===== src/rtl/two_wire_pkg.sv =====
package two_wire_pkg;
   // register indices; byte address is four times the index
   localparam logic [7:0] BUF_IDX  = 8'h13;
   localparam logic [7:0] CTL_IDX  = 8'h14;
   localparam logic [7:0] ADDR_IDX = 8'h93;
   localparam logic [7:0] STAT_IDX = 8'h94;
   localparam logic [7:0] OPT_IDX  = 8'h9e;
   localparam logic [7:0] IRQ_IDX  = 8'h0c;
   localparam int         ADR_W    = 10;
   localparam int         DAT_W    = 32;

   // serial_control fields
   localparam int CTL_WCOL = 7;
   localparam int CTL_OV   = 6;
   localparam int CTL_EN   = 5;
   localparam int CTL_CKP  = 4;
   // serial_status fields
   localparam int STAT_DA  = 5;
   localparam int STAT_P   = 4;
   localparam int STAT_S   = 3;
   localparam int STAT_RW  = 2;
   localparam int STAT_UA  = 1;
   localparam int STAT_BF  = 0;
   // port_options fields
   localparam int OPT_HOG  = 7;
   localparam int OPT_SEL  = 4;
   // irq register fields
   localparam int IRQ_FLAG = 0;
   localparam int IRQ_EN   = 1;

   // values after reset
   localparam logic [7:0] CTL_RST  = 8'h00;
   localparam logic [7:0] ADDR_RST = 8'h00;
   localparam logic [7:0] OPT_RST  = 8'h00;
   localparam logic [7:0] BUF_RST  = 8'h00;

   // port_mode_field encodings
   localparam logic [3:0] MODE_SLV7   = 4'h6;
   localparam logic [3:0] MODE_SLV10  = 4'h7;
   localparam logic [3:0] MODE_MASTER = 4'hb;

   localparam logic [4:0] TENBIT_HDR = 5'h1e;
   localparam logic [3:0] BYTE_BITS  = 4'h8;
   localparam logic [3:0] LAST_FALL  = 4'h7;

   typedef enum logic [2:0] {ST_IDLE, ST_RX, ST_ACK, ST_TX, ST_TXACK} slave_state_e;
endpackage


===== src/rtl/two_wire_if.sv =====
// conditioned bus lines and their events
interface line_if;
   logic scl;
   logic sda;
   logic scl_rise;
   logic scl_fall;
   logic start;
   logic stop;
   modport src (output scl, sda, scl_rise, scl_fall, start, stop);
   modport dst (input  scl, sda, scl_rise, scl_fall, start, stop);
endinterface

// register access strobes from the bus slave
interface reg_if;
   logic       wr;
   logic       rd;
   logic [7:0] idx;
   logic [7:0] wdata;
   logic [7:0] rdata;
   modport slv  (output wr, rd, idx, wdata, input rdata);
   modport core (input  wr, rd, idx, wdata, output rdata);
endinterface


===== src/rtl/line_sync.sv =====
module line_sync (
   input  wire logic clk_i,
   input  wire logic rst_i,
   input  wire logic scl_raw_i,
   input  wire logic sda_raw_i,
   line_if.src       ln
);
   logic [1:0] meta_q;
   logic [1:0] sync_q;
   logic [1:0] prev_q;

   // two flops per line, then one more for edge finding
   always_ff @(posedge clk_i) begin
      if (rst_i) begin
         meta_q <= 2'h3;
         sync_q <= 2'h3;
         prev_q <= 2'h3;
      end else begin
         meta_q <= {sda_raw_i, scl_raw_i};
         sync_q <= meta_q;
         prev_q <= sync_q;
      end
   end

   // start and stop are data edges while the clock stays high
   assign ln.scl      = sync_q[0];
   assign ln.sda      = sync_q[1];
   assign ln.scl_rise = sync_q[0] & ~prev_q[0];
   assign ln.scl_fall = ~sync_q[0] & prev_q[0];
   assign ln.start    = sync_q[0] & prev_q[0] & ~sync_q[1] & prev_q[1];
   assign ln.stop     = sync_q[0] & prev_q[0] & sync_q[1] & ~prev_q[1];
endmodule


===== src/rtl/wb_slave.sv =====
module wb_slave
   import two_wire_pkg::*;
(
   input  wire logic             clk_i,
   input  wire logic             rst_i,
   input  wire logic             cyc_i,
   input  wire logic             stb_i,
   input  wire logic             we_i,
   input  wire logic [ADR_W-1:0] adr_i,
   input  wire logic [3:0]       sel_i,
   input  wire logic [DAT_W-1:0] dat_i,
   output logic      [DAT_W-1:0] dat_o,
   output logic                  ack_o,
   reg_if.slv                    rg
);
   logic ack_q;

   // one wait state; read data captured together with ack
   always_ff @(posedge clk_i) begin
      if (rst_i) begin
         ack_q <= 1'b0;
         dat_o <= '0;
      end else begin
         ack_q <= cyc_i & stb_i & ~ack_q;
         dat_o <= {24'h000000, rg.rdata};
      end
   end

   // side effects land on the edge where the master sees ack
   assign ack_o    = ack_q;
   assign rg.idx   = adr_i[9:2];
   assign rg.wdata = dat_i[7:0];
   assign rg.wr    = ack_q & cyc_i & stb_i & we_i & sel_i[0];
   assign rg.rd    = ack_q & cyc_i & stb_i & ~we_i;
endmodule


===== src/rtl/two_wire_serial_port.sv =====
// What this block does
// - matched address or data byte: automatic acknowledge, shift register copied to buffer
// - buffer-full or overflow already set: no acknowledge, no load, interrupt still set
// - buffer read clears buffer-full; overflow cleared only by software write
// - after enable wait for start, shift eight bits sampled on clock rise
// - shift bits 7 to 1 compared with own address at eighth falling edge
// - match with flags clear: load, full, acknowledge, interrupt at ninth fall
// - ten-bit address bytes set flags, hold clock until own address rewritten
// - matched write address clears direction bit and lands in buffer
// - interrupt flag set per byte; software clears it and reads status
// - buffer-full clear from read waits out a byte being shifted in, up to its eighth fall
// - matched read address sets direction bit, acknowledges, then holds clock low
// - transmit bits change on falling clock edges, stable while clock high
// - master acknowledge latched at ninth rise; high ends transfer, wait start
// - start and stop bits cleared by reset or disable; both set interrupt
// - line with output direction is driven low regardless of port latch
// - software may take bus after stop or when idle; stop interrupts
// - master runs with slave idle (1011b) or active; software finds source
// - hold-clock option stretches clock low while receive buffer full
// - pin-pair select routes lines to port D 1:0 or port C 7:6
//
// Our own choice: the Wishbone interface to the registers.
module two_wire_serial_port
   import two_wire_pkg::*;
(
   input  wire logic             clk_i,
   input  wire logic             rst_i,
   input  wire logic             cyc_i,
   input  wire logic             stb_i,
   input  wire logic             we_i,
   input  wire logic [ADR_W-1:0] adr_i,
   input  wire logic [3:0]       sel_i,
   input  wire logic [DAT_W-1:0] dat_i,
   output logic      [DAT_W-1:0] dat_o,
   output logic                  ack_o,
   input  wire logic             scl_c_i,
   input  wire logic             sda_c_i,
   input  wire logic             scl_d_i,
   input  wire logic             sda_d_i,
   output logic                  scl_c_o,
   output logic                  sda_c_o,
   output logic                  scl_d_o,
   output logic                  sda_d_o,
   output logic                  scl_c_oe_o,
   output logic                  sda_c_oe_o,
   output logic                  scl_d_oe_o,
   output logic                  sda_d_oe_o,
   input  wire logic [1:0]       portc_direction_i,
   input  wire logic [1:0]       portd_direction_i,
   output logic                  irq_o
);
   line_if ln ();
   reg_if  rg ();

   slave_state_e st_q;
   logic [3:0]   cnt_q;
   logic [7:0]   shift_register;
   logic [7:0]   serial_buffer;
   logic [7:0]   own_address;
   logic [7:0]   opt_q;
   logic [3:0]   port_mode_field;
   logic         port_enable_q;
   logic         clock_release_bit;
   logic         receive_overflow_flag;
   logic         write_collision_q;
   logic         buffer_full_flag;
   logic         bf_clr_pend_q;
   logic         address_update_flag;
   logic         serial_irq_flag;
   logic         serial_irq_enable;
   logic         rw_q;
   logic         da_q;
   logic         start_seen_q;
   logic         stop_seen_q;
   logic         addr_phase_q;
   logic         byte2_q;
   logic         matched10_q;
   logic         ack_drv_q;
   logic         rd_dir_q;
   logic         nack_q;
   logic         slave_on;
   logic         ten_bit;
   logic         hold_clock_when_full;
   logic         pin_pair_select;
   logic         bf_eff;
   logic         fall8;
   logic         fall9;
   logic         txack_fall;
   logic         match;
   logic         take;
   logic         is_read;
   logic         ua_set;
   logic         load;
   logic         bf_apply;
   logic         scl_low;
   logic         sda_low;

   // registers are word aligned, index times four
   wb_slave u_bus (
      .clk_i (clk_i),
      .rst_i (rst_i),
      .cyc_i (cyc_i),
      .stb_i (stb_i),
      .we_i  (we_i),
      .adr_i (adr_i),
      .sel_i (sel_i),
      .dat_i (dat_i),
      .dat_o (dat_o),
      .ack_o (ack_o),
      .rg    (rg)
   );

   // selected pin pair is muxed before the synchroniser
   line_sync u_sync (
      .clk_i     (clk_i),
      .rst_i     (rst_i),
      .scl_raw_i (pin_pair_select ? scl_d_i : scl_c_i),
      .sda_raw_i (pin_pair_select ? sda_d_i : sda_c_i),
      .ln        (ln)
   );

   function automatic logic hit(input logic [7:0] idx);
      hit = rg.wr && (rg.idx == idx);
   endfunction

   // mode decode
   assign hold_clock_when_full = opt_q[OPT_HOG];
   assign pin_pair_select      = opt_q[OPT_SEL];
   assign ten_bit              = (port_mode_field == MODE_SLV10);
   // master-only mode keeps the slave idle
   assign slave_on = port_enable_q & ((port_mode_field == MODE_SLV7) | ten_bit);

   // a pending buffer read already counts against the overflow test
   assign bf_eff = buffer_full_flag & ~bf_clr_pend_q;
   assign fall8  = (st_q == ST_RX) && (cnt_q == BYTE_BITS) && ln.scl_fall;
   assign fall9  = (st_q == ST_ACK) && ln.scl_fall;
   assign txack_fall = (st_q == ST_TXACK) && ln.scl_fall;

   // address compare at the eighth falling edge
   always_comb begin
      match   = 1'b0;
      is_read = 1'b0;
      if (!addr_phase_q) begin
         match = 1'b1;
      end else if (!ten_bit) begin
         match   = (shift_register[7:1] == own_address[7:1]);
         is_read = shift_register[0];
      end else if (byte2_q) begin
         match = (shift_register == own_address);
      end else begin
         match   = (shift_register[7:3] == TENBIT_HDR) && (shift_register[7:1] == own_address[7:1]) &&
                   (!shift_register[0] || matched10_q);
         is_read = shift_register[0];
      end
   end

   assign take   = match & ~bf_eff & ~receive_overflow_flag;
   assign load   = fall8 & take;
   // low byte sets the update flag even without a match
   assign ua_set = fall8 & ten_bit & addr_phase_q & ~is_read & (match | byte2_q);

   // byte sequencer for the slave side
   always_ff @(posedge clk_i) begin
      if (rst_i || !slave_on) begin
         st_q         <= ST_IDLE;
         cnt_q        <= 4'h0;
         addr_phase_q <= 1'b0;
         byte2_q      <= 1'b0;
         matched10_q  <= 1'b0;
         ack_drv_q    <= 1'b0;
         rd_dir_q     <= 1'b0;
         nack_q       <= 1'b1;
      end else if (ln.start) begin
         st_q         <= ST_RX;
         cnt_q        <= 4'h0;
         addr_phase_q <= 1'b1;
         byte2_q      <= 1'b0;
      end else if (ln.stop) begin
         st_q        <= ST_IDLE;
         byte2_q     <= 1'b0;
         matched10_q <= 1'b0;
      end else begin
         case (st_q)
            ST_IDLE: begin
               cnt_q <= 4'h0;
            end
            ST_RX: begin
               if (ln.scl_rise && cnt_q != BYTE_BITS) begin
                  cnt_q <= cnt_q + 4'h1;
               end
               if (fall8) begin
                  if (!match) begin
                     st_q <= ST_IDLE;
                  end else begin
                     st_q      <= ST_ACK;
                     ack_drv_q <= take;
                     rd_dir_q  <= is_read;
                     if (addr_phase_q && ten_bit && !is_read && !byte2_q) begin
                        byte2_q <= 1'b1;
                     end else begin
                        addr_phase_q <= 1'b0;
                        byte2_q      <= 1'b0;
                        if (byte2_q) begin
                           matched10_q <= 1'b1;
                        end
                     end
                  end
               end
            end
            ST_ACK: begin
               if (ln.scl_fall) begin
                  cnt_q     <= 4'h0;
                  ack_drv_q <= 1'b0;
                  st_q      <= rd_dir_q ? ST_TX : ST_RX;
               end
            end
            ST_TX: begin
               if (ln.scl_fall) begin
                  cnt_q <= cnt_q + 4'h1;
                  if (cnt_q == LAST_FALL) begin
                     st_q <= ST_TXACK;
                  end
               end
            end
            ST_TXACK: begin
               if (ln.scl_rise) begin
                  nack_q <= ln.sda;
               end
               if (ln.scl_fall) begin
                  cnt_q <= 4'h0;
                  st_q  <= nack_q ? ST_IDLE : ST_TX;
               end
            end
            default: begin
               st_q <= ST_IDLE;
            end
         endcase
      end
   end

   // shift register: software load wins over a bit shift
   always_ff @(posedge clk_i) begin
      if (rst_i) begin
         shift_register <= 8'h00;
      end else if (hit(BUF_IDX)) begin
         shift_register <= rg.wdata;
      end else if (st_q == ST_RX && ln.scl_rise && cnt_q != BYTE_BITS) begin
         shift_register <= {shift_register[6:0], ln.sda};
      end else if (st_q == ST_TX && ln.scl_fall) begin
         shift_register <= {shift_register[6:0], 1'b1};
      end
   end

   // receive/transmit buffer
   always_ff @(posedge clk_i) begin
      if (rst_i) begin
         serial_buffer <= BUF_RST;
      end else if (load) begin
         serial_buffer <= shift_register;
      end else if (hit(BUF_IDX)) begin
         serial_buffer <= rg.wdata;
      end
   end

   // a read only arms the clear; it lands outside a byte in flight
   assign bf_apply = bf_clr_pend_q & (fall8 | (st_q != ST_RX) | (cnt_q == 4'h0));

   always_ff @(posedge clk_i) begin
      if (rst_i) begin
         bf_clr_pend_q <= 1'b0;
      end else if (rg.rd && rg.idx == BUF_IDX) begin
         bf_clr_pend_q <= 1'b1;
      end else if (bf_apply) begin
         bf_clr_pend_q <= 1'b0;
      end
   end

   // buffer-full: a new load wins over the deferred clear
   always_ff @(posedge clk_i) begin
      if (rst_i) begin
         buffer_full_flag <= 1'b0;
      end else if (load) begin
         buffer_full_flag <= 1'b1;
      end else if (bf_apply) begin
         buffer_full_flag <= 1'b0;
      end
   end

   // overflow: set by a refused byte, cleared only by software
   always_ff @(posedge clk_i) begin
      if (rst_i) begin
         receive_overflow_flag <= 1'b0;
      end else if (fall8 && match && bf_eff) begin
         receive_overflow_flag <= 1'b1;
      end else if (hit(CTL_IDX)) begin
         receive_overflow_flag <= rg.wdata[CTL_OV];
      end
   end

   // write collision: buffer written while bits are going out
   always_ff @(posedge clk_i) begin
      if (rst_i) begin
         write_collision_q <= 1'b0;
      end else if (hit(BUF_IDX) && st_q == ST_TX && cnt_q != 4'h0) begin
         write_collision_q <= 1'b1;
      end else if (hit(CTL_IDX)) begin
         write_collision_q <= rg.wdata[CTL_WCOL];
      end
   end

   // control fields; the clock release drops on each transmit entry
   always_ff @(posedge clk_i) begin
      if (rst_i) begin
         port_enable_q     <= CTL_RST[CTL_EN];
         clock_release_bit <= CTL_RST[CTL_CKP];
         port_mode_field   <= CTL_RST[3:0];
      end else if (hit(CTL_IDX)) begin
         port_enable_q     <= rg.wdata[CTL_EN];
         clock_release_bit <= rg.wdata[CTL_CKP];
         port_mode_field   <= rg.wdata[3:0];
      end else if ((fall9 && rd_dir_q) || (txack_fall && !nack_q)) begin
         clock_release_bit <= 1'b0;
      end
   end

   // own address and option registers
   always_ff @(posedge clk_i) begin
      if (rst_i) begin
         own_address <= ADDR_RST;
         opt_q       <= OPT_RST;
      end else begin
         if (hit(ADDR_IDX)) begin
            own_address <= rg.wdata;
         end
         if (hit(OPT_IDX)) begin
            opt_q <= {rg.wdata[7:1], 1'b0};
         end
      end
   end

   // address update: set by hardware wins over the address rewrite
   always_ff @(posedge clk_i) begin
      if (rst_i || !slave_on) begin
         address_update_flag <= 1'b0;
      end else if (ua_set) begin
         address_update_flag <= 1'b1;
      end else if (hit(ADDR_IDX)) begin
         address_update_flag <= 1'b0;
      end
   end

   // direction and data/address status of the last matched byte
   always_ff @(posedge clk_i) begin
      if (rst_i || !slave_on) begin
         rw_q <= 1'b0;
         da_q <= 1'b0;
      end else if (fall8 && match) begin
         da_q <= ~addr_phase_q;
         if (addr_phase_q) begin
            rw_q <= is_read;
         end
      end
   end

   // start and stop seen; both forgotten while disabled
   always_ff @(posedge clk_i) begin
      if (rst_i || !port_enable_q) begin
         start_seen_q <= 1'b0;
         stop_seen_q  <= 1'b0;
      end else if (ln.start) begin
         start_seen_q <= 1'b1;
         stop_seen_q  <= 1'b0;
      end else if (ln.stop) begin
         start_seen_q <= 1'b0;
         stop_seen_q  <= 1'b1;
      end
   end

   // interrupt flag: any hardware event beats a software clear
   always_ff @(posedge clk_i) begin
      if (rst_i) begin
         serial_irq_flag   <= 1'b0;
         serial_irq_enable <= 1'b0;
      end else begin
         if (fall9 || txack_fall || (port_enable_q && (ln.start || ln.stop))) begin
            serial_irq_flag <= 1'b1;
         end else if (hit(IRQ_IDX)) begin
            serial_irq_flag <= rg.wdata[IRQ_FLAG];
         end
         if (hit(IRQ_IDX)) begin
            serial_irq_enable <= rg.wdata[IRQ_EN];
         end
      end
   end

   assign irq_o = serial_irq_flag & serial_irq_enable;

   // register read mux
   always_comb begin
      case (rg.idx)
         BUF_IDX:  rg.rdata = serial_buffer;
         CTL_IDX:  rg.rdata = {write_collision_q, receive_overflow_flag, port_enable_q,
                               clock_release_bit, port_mode_field};
         ADDR_IDX: rg.rdata = own_address;
         STAT_IDX: rg.rdata = {2'h0, da_q, stop_seen_q, start_seen_q, rw_q, address_update_flag,
                               buffer_full_flag};
         OPT_IDX:  rg.rdata = opt_q;
         IRQ_IDX:  rg.rdata = {6'h00, serial_irq_enable, serial_irq_flag};
         default:  rg.rdata = 8'h00;
      endcase
   end

   // clock stretch sources, each only between bytes
   assign scl_low = slave_on && (((st_q == ST_TX) && (cnt_q == 4'h0) && !clock_release_bit) ||
                    ((st_q == ST_RX) && (cnt_q == 4'h0) && addr_phase_q && byte2_q && address_update_flag) ||
                    ((st_q == ST_RX) && (cnt_q == 4'h0) && !addr_phase_q && matched10_q && address_update_flag) ||
                    ((st_q == ST_RX) && (cnt_q == 4'h0) && !addr_phase_q && hold_clock_when_full &&
                     buffer_full_flag));

   // acknowledge slot and transmit data; the line only ever goes low
   assign sda_low = slave_on && (((st_q == ST_ACK) && ack_drv_q) ||
                    ((st_q == ST_TX) && !shift_register[7]));

   // open-drain pins: direction bit low drives zero, slave adds its own pull-downs
   assign scl_c_o    = 1'b0;
   assign sda_c_o    = 1'b0;
   assign scl_d_o    = 1'b0;
   assign sda_d_o    = 1'b0;
   assign scl_c_oe_o = ~portc_direction_i[0] | (~pin_pair_select & scl_low);
   assign sda_c_oe_o = ~portc_direction_i[1] | (~pin_pair_select & sda_low);
   assign scl_d_oe_o = ~portd_direction_i[0] | (pin_pair_select & scl_low);
   assign sda_d_oe_o = ~portd_direction_i[1] | (pin_pair_select & sda_low);
endmodule


===== config.mk =====
export PLATFORM = sky130hd
export DESIGN_NAME = two_wire_serial_port
export DESIGN_NICKNAME = d
export VERILOG_FILES = /design/src/rtl/two_wire_pkg.sv /design/src/rtl/two_wire_if.sv /design/src/rtl/line_sync.sv /design/src/rtl/wb_slave.sv /design/src/rtl/two_wire_serial_port.sv
export SDC_FILE = /design/constraint.sdc
export NUM_CORES = 1
export LEC_CHECK = 0
export BUFFER_PORTS_ARGS = -buffer_cell sky130_fd_sc_hd__buf_2
export CAP_MARGIN = 20
export CORE_MARGIN = 3
export CORE_UTILIZATION = 28
export CTS_BUF_LIST = sky130_fd_sc_hd__clkbuf_4
export DETAILED_ROUTE_END_ITERATION = 10
export PLACE_DENSITY_LB_ADDON = 0.2
export SYNTH_ARGS = -nofsm -noshare
export SYNTH_HDL_FRONTEND = slang
export SYNTH_HIERARCHICAL = 1
export SYNTH_SLANG_ARGS = --single-unit

===== constraint.sdc =====
create_clock -name clk_i -period 5.7 [get_ports clk_i]
set_clock_uncertainty 0.1 [all_clocks]
set_input_delay 0.285 -clock clk_i [delete_from_list [all_inputs] [get_ports clk_i]]
set_output_delay 0.285 -clock clk_i [all_outputs]
set_load 0.01 [all_outputs]

==> key figures, run 1 <==
Outcome
  – Status: completed

Clock tree
  – Worst-Skew Late Latency: between 0.4 and 0.5 ns
  – CTS Buffer Depth: 2
  – Num CTS Buffers: 9
  – Clock sink total: 76
  – TritonCTS clock tree: built
  – H-tree Lvls: 3
  – Clock Pin Slew Worst Setup and Hold Paths: between 0.1 and 0.15 ns
  – CTS root buf: clkbuf_4
  – PostCTS Resize Cnt: 0

Drt
  – Total iterations of the first detailed-routing run: 6
  – Drt via density: 5.15
  – Vias: 3479
  – DR WL/cell: 17.2 um
  – Final WL: 11600 um
  – DRC errors left: 0
  – Detail Route Antenna Nets: 0
  – DRT iter0 DRCs: 224

GRT
  – First-pass GRT wire length: 18000 um
  – Total Routing Usage GR: 0.141
  – Overflow after GRT: 0
  – Largest net degree at the start of global routing: around 60
  – Vias in the first global route: about 3300
  – Initial antenna violation count: 0

Placement
  – I/O Buffers: 43
  – Post-DP HPWL: between 8000 and 9000 um
  – GP Congestion: 0.811

Synthesis
  – Library cells used by synthesis: 63
  – Post-synthesis cell area: 4140 um^2
  – Synth warn: 6
  – Cells after synthesis: roughly 470
  – Post-synth ARST share: 0
  – Syn_area_per_cell: ~8.8 um^2
  – Seq cells post-synth: 76
  – Ys flop type: dfxtp_1
  – Seq/Total Area, Yosys: 0.368
  – Post-synth EDFFs: 0

Cells and area
  – Util after Layout: 0.314
  – Nets: 552
  – Antenna cell count: 0
  – Commonest non-fill, non-tap cell in the layout: dfxtp_1
  – Layout area overhead: 7.35%
  – Fillcell total: roughly 1500
  – Share of layout cells above drive strength 1: 0.162
  – Commonest cells after routing, fill and taps aside: dfxtp_1, nor2_1, buf_2

STA
  – Tcrit/Tclk final: 0.449
  – Slew HR: 0.450
  – Final Max Slew Viols: 0
  – Fin Setup TNS: 0 ns
  – Final-report hold violation count: 0
  – Unrepaired setup endpoints after global routing: false
  – Worst slew pin tran: 0.822 ns
  – Fin crit period: 2.56 ns
  – Final setup violation count: 0
  – Fmax: 391 MHz

Setup path
  – Setup Crit Path Kind: reg -> reg
  – WP data arrival: 2.78 ns
  – Critical-path cell list: xnor2_1, nand4_1, o41ai_4, nand3_1, mux2_2
  – Reg-to-reg startpoint: shift_register[7]
  – Setup crit end: serial_buffer[0]
  – R2r endpoint: serial_buffer[0]
  – CP Launch Type: flop
  – CP Buf/Inv Count: 0
  – Worst endpoint required time: a little under 6 ns
  – Peak per-stage delay on the critical path: about 0.56 ns
  – Setup crit end kind: flop
  – Worst R2R Path Depth: 5
  – WP depth: 5
  – Worst-path fanout max: 9
  – CP delay by family, top: simple AND/OR/NAND/NOR gates
  – Critical Path Source: shift_register[7]
  – Slowest stage cell, crit path: nand3_1
  – Reg-to-reg slack, setup: 3.14 ns

Die
  – Cell row count: 43
  – DIE WIDTH: 128 um
  – Ports: 101
  – Core ar.: 14100 um^2
  – Die footprint: 16300 um^2
  – Initial Utilization: 0.292
  – Chip Height: 128 um

Pwr
  – PwrDens: 214 nW/um^2
  – Total leakage power: 1.84 nW
  – Peak VDD IR: between 0.1 and 0.15 mV

Job
  – Max-cap check violation count: 0

Min path
  – Hold Crit Class: in -> reg
cells in the mapped netlist (6+ instances only):
master,instances,area share
nor3_1,8,0.0097
nand3_1,15,0.018
a21oi_1,18,0.022
nor2b_1,14,0.021
nand2_1,24,0.022
inv_1,12,0.011
nand4_1,8,0.012
a211oi_1,18,0.033
buf_4,44,0.080
or2_1,6,0.0091
nor2_1,50,0.045
clkbuf_1,14,0.013
o21ai_0,15,0.018
dfxtp_1,76,0.37
nor4_1,8,0.012
mux2i_1,39,0.094
a22oi_1,13,0.024
state kept, by name (all words and copies together), names as in the netlist, 3 cells and up:
name and count:
own_address 8, serial_buffer 8, u_bus/dat_o 8, st_q 3
opt_q 7, port_mode_field 4, shift_register 8, cnt_q 4
cell type report:
class / instances / area, um^2 / area share
timing repair buffer: 46 / 243 / 0.0547
sequential: 76 / 1520 / 0.343
multi-input combinational: 346 / 2250 / 0.507
clock buffer: 10 / 75.1 / 0.0169
tap: 180 / 225 / 0.0507
clock inverter: 5 / 77.6 / 0.0175
inverter: 12 / 45.0 / 0.0101
routing by layer:
| layer | share of wire | up-vias | track usage |
|---|---|---|---|
| li1 | - | 1676 | - |
| met3 | 0.049 | 10 | 0.0301 |
| met2 | 0.48 | 96 | 0.230 |
| met5 | 0 | - | 0 |
| met1 | 0.46 | 1697 | 0.191 |
| met4 | 0.011 | 0 | 0.0303 |
through the flow:
stage	cells	hold WS (ns)	total power, mW	setup WS (ns)	cell area (um^2)
final	675	0.0628	0.951	3.14	4440
after global routing	675	0.0240	0.991	2.90	4440
after CTS	675	0.0317	0.965	3.13	4440
after detailed placement	658	0.289	0.593	2.80	4270
after global placement	658	0.293	0.593	2.78	4270
after floorplan	497	0.256	0.595	3.57	4230
repair_timing:
item | 4_1_cts | 5_1_grt
setup buffers | 0 | 0
hold endpoints to repair | 1 | 0
hold buffers | 2 | 0
worst reg2reg max path: stages (launching register included):
cell,delay (ns)
dfxtp_1,0.48
xnor2_1,0.17
nand4_1,0.22
o41ai_4,0.50
nand3_1,0.56
mux2_2,0.44
report_power, final:
group,internal [mW],switching (mW)
Combinational,0.0157,0.0324
Clock,0.179,0.189
Sequential,0.533,0.00117
cell families after synthesis:
| kind of cell | synth area share |
|---|---|
| xor gates and xnor gates | 0.0169 |
| buffers and inverters | 0.111 |
| other | 0.00182 |
| AOI/OAI and AO/OA | 0.163 |
| adders and majority gates | 0.00605 |
| and+or+nand+nor | 0.225 |
| muxes | 0.108 |
| DFF | 0.368 |
how the worst min path moves through the flow:
stage	from	endpoint	slack, ns	cells past startpoint
6_report	scl_d_i	u_sync/meta_q[0]	0.06	3
5_1_grt	dat_i[7]	write_collision_q	0.02	3
4_1_cts	dat_i[7]	write_collision_q	0.03	3
3_5_place_dp	u_sync/meta_q[0]	u_sync/sync_q[0]	0.29	1
3_3_place_gp	u_sync/meta_q[0]	u_sync/sync_q[0]	0.29	1
2_1_floorplan	rst_i	u_bus/ack_o	0.26	1
No activity file was read; power rests on OpenSTA's default activity.
==> inputs of run 2 (changes only) <==
clock period = 2.5 ns   (was 5.7 ns; I/O delays follow)
==> run 2 against run 1 <==
  * Sequential share of layout area is 1.9 points lower
  * Cell count is 4.9% higher
  * Sequential cell count stayed put
  * Sequential power is 130% higher
  * Non-clock buffer count is 32 higher
  * Combinational power grew to 2.7 times the previous value
==> key figures, run 2 (synthesized netlist as in run 1, its figures left out) <==
Drt
  – Total iterations of the first detailed-routing run: 6 (unchanged)
  – Final WL: 11900 um (was 11600 um)
  – Drt via density: 5.01 (was 5.15)
  – Vias: 3545 (was 3479)
  – DRT iter0 DRCs: 202 (was 224)
  – Detail Route Antenna Nets: 0 (unchanged)
  – DRC errors left: 0 (unchanged)
  – DR WL/cell: 16.8 um (was 17.2 um)

GRT
  – Total Routing Usage GR: 0.145 (was 0.141)
  – Largest net degree at the start of global routing: 60 (was 61)
  – Vias in the first global route: 3388 (was 3311)
  – Overflow after GRT: 0 (unchanged)
  – Initial antenna violation count: 0 (unchanged)
  – First-pass GRT wire length: 18500 um (was 18000 um)

Cells and area
  – Nets: 584 (was 552)
  – Commonest non-fill, non-tap cell in the layout: dfxtp_1 (unchanged)
  – Post-Layout Inst Area: 4700 um^2 (was 4440 um^2)
  – Commonest cells after routing, fill and taps aside: dfxtp_1, nor2_1, buf_2 (unchanged)
  – Antenna cell count: 0 (unchanged)
  – Fillcell total: 1534 (was 1537)
  – Share of layout cells above drive strength 1: 0.189 (was 0.162)
  – Layout area overhead: 13.7% (was 7.35%)

STA
  – Tcrit/Tclk final: 0.919
  – Slew HR: 0.588 (was 0.450)
  – Final-report hold violation count: 0 (unchanged)
  – Unrepaired setup endpoints after global routing: false (unchanged)
  – Worst slew pin tran: 0.619 ns (was 0.822 ns)
  – Fin Setup TNS: 0 ns (unchanged)
  – Final worst slack: 0.203 ns (was 3.14 ns)
  – Final setup violation count: 0 (unchanged)
  – Fin crit period: between 2 and 2.5 ns
  – Final Max Slew Viols: 0 (unchanged)
  – Fmax: 435 MHz

Setup path
  – Setup crit end kind: output port (was flop)
  – WP data arrival: 2.07 ns (was 2.78 ns)
  – Worst-path fanout max: 12 (was 9)
  – Setup Crit Path Kind: reg -> out (was reg -> reg)
  – Worst endpoint required time: 2.28 ns (was 5.92 ns)
  – CP Launch Type: flop (unchanged)

Placement
  – Post-DP HPWL: 8660 um (was 8380 um)
  – Dpl ws: 0.289 ns (was 2.80 ns)
  – Placed cell area: 4400 um^2 (was 4270 um^2)
  – GP Congestion: 0.826 (was 0.811)
  – I/O Buffers: 43 (unchanged)

Clock tree
  – Setup bufs post-CTS: 0 (unchanged)
  – Worst-Skew Late Latency: 0.44 ns (was 0.42 ns)
  – TritonCTS clock tree: built (unchanged)
  – Clock Pin Slew Worst Setup and Hold Paths: 0.13 ns (was 0.12 ns)
  – PostCTS Resize Cnt: 0 (unchanged)
  – H-tree Lvls: 3 (unchanged)
  – CTS root buf: clkbuf_4 (unchanged)
  – CTS Buffer Depth: 2 (unchanged)
  – Num CTS Buffers: 9 (unchanged)
  – Hold buffers post-CTS: 16 (was 2)
  – Clock sink total: 76 (unchanged)

Pwr
  – Peak VDD IR: 0.270 mV (was 0.115 mV)
  – PwrDens: 452 nW/um^2 (was 214 nW/um^2)
  – Total leakage power: 1.98 nW (was 1.84 nW)

Die
  – DIE WIDTH: 128 um (unchanged)
  – Core ar.: 14100 um^2 (unchanged)
  – Initial Utilization: 0.292 (unchanged)
  – Chip Height: 128 um (unchanged)
  – Die footprint: 16300 um^2 (unchanged)
  – Cell row count: 43 (unchanged)
  – Ports: 101 (unchanged)

Min path
  – Hold Crit Class: in -> reg (unchanged)

Job
  – Max-cap check violation count: 0 (unchanged)

Outcome
  – Status: completed (unchanged)
==> run 2: changes by cell type in the layout (fill, tap and decap cells not counted) <==
cell	before	now
clkinvlp_4	0	1
clkinv_1	1	0
dlygate4sd3_1	2	16
clkinv_4	1	2
clkinv_2	1	2
buf_4	1	19
bufinv_16	2	1
==> run 2: path summary, 6_finish.rpt <==
check                                        from           endpoint  slack, ns  cells past startpoint
worst max-delay path                      st_q[2]         scl_c_oe_o       0.20                      5
worst min-delay path                     adr_i[3]  serial_irq_enable       0.04                      5
worst max register to register  shift_register[3]        matched10_q       0.28                      5
worst min register to register   u_sync/meta_q[0]   u_sync/sync_q[0]       0.32                      1
==> run 2: final cells by class <==
cell class | count | area [um^2] | share of cell area
multi-input combinational | 346 | 2250 | 0.479
sequential | 76 | 1520 | 0.324
timing repair buffer | 78 | 518 | 0.110
tap | 180 | 225 | 0.0479
clock buffer | 10 | 75.1 | 0.0160
clock inverter | 6 | 65.1 | 0.0138
inverter | 12 | 45.0 | 0.00958
==> run 2: critical path, stage by stage (launching register included) <==
cell,delay [ns]
dfxtp_1,0.44
nand2b_1,0.36
nor3_1,0.28
nand4_1,0.20
o21ai_0,0.19
buf_2,0.15
==> run 2: where the power goes <==
part / internal, mW / switching [mW] / total, mW / leakage, nW
clock network: 0.316 / 0.463 / 0.778 / 0.0763
registers: 1.22 / 0.00282 / 1.22 / 0.613
logic: 0.0519 / 0.0782 / 0.130 / 1.29
==> run 2: per-stage QoR <==
step / utilization / cells / hold WS (ns) / power [mW]
6_report: 0.332 / 708 / 0.0377 / 2.13
2_1_floorplan: - / 497 / 0.0959 / 1.36
4_1_cts: 0.332 / 708 / 0.0216 / 2.16
3_5_place_dp: 0.311 / 676 / 0.281 / 1.36
5_1_grt: 0.332 / 708 / 0.0442 / 2.22
3_3_place_gp: 0.311 / 676 / 0.274 / 1.35
==> run 2: layer usage <==
layer / routed length, um / GRT usage / share of wire
met5: 0 / 0 / 0
met4: 121 / 0.0303 / 0.010
met3: 587 / 0.0347 / 0.049
met2: 5590 / 0.230 / 0.47
met1: 5560 / 0.201 / 0.47
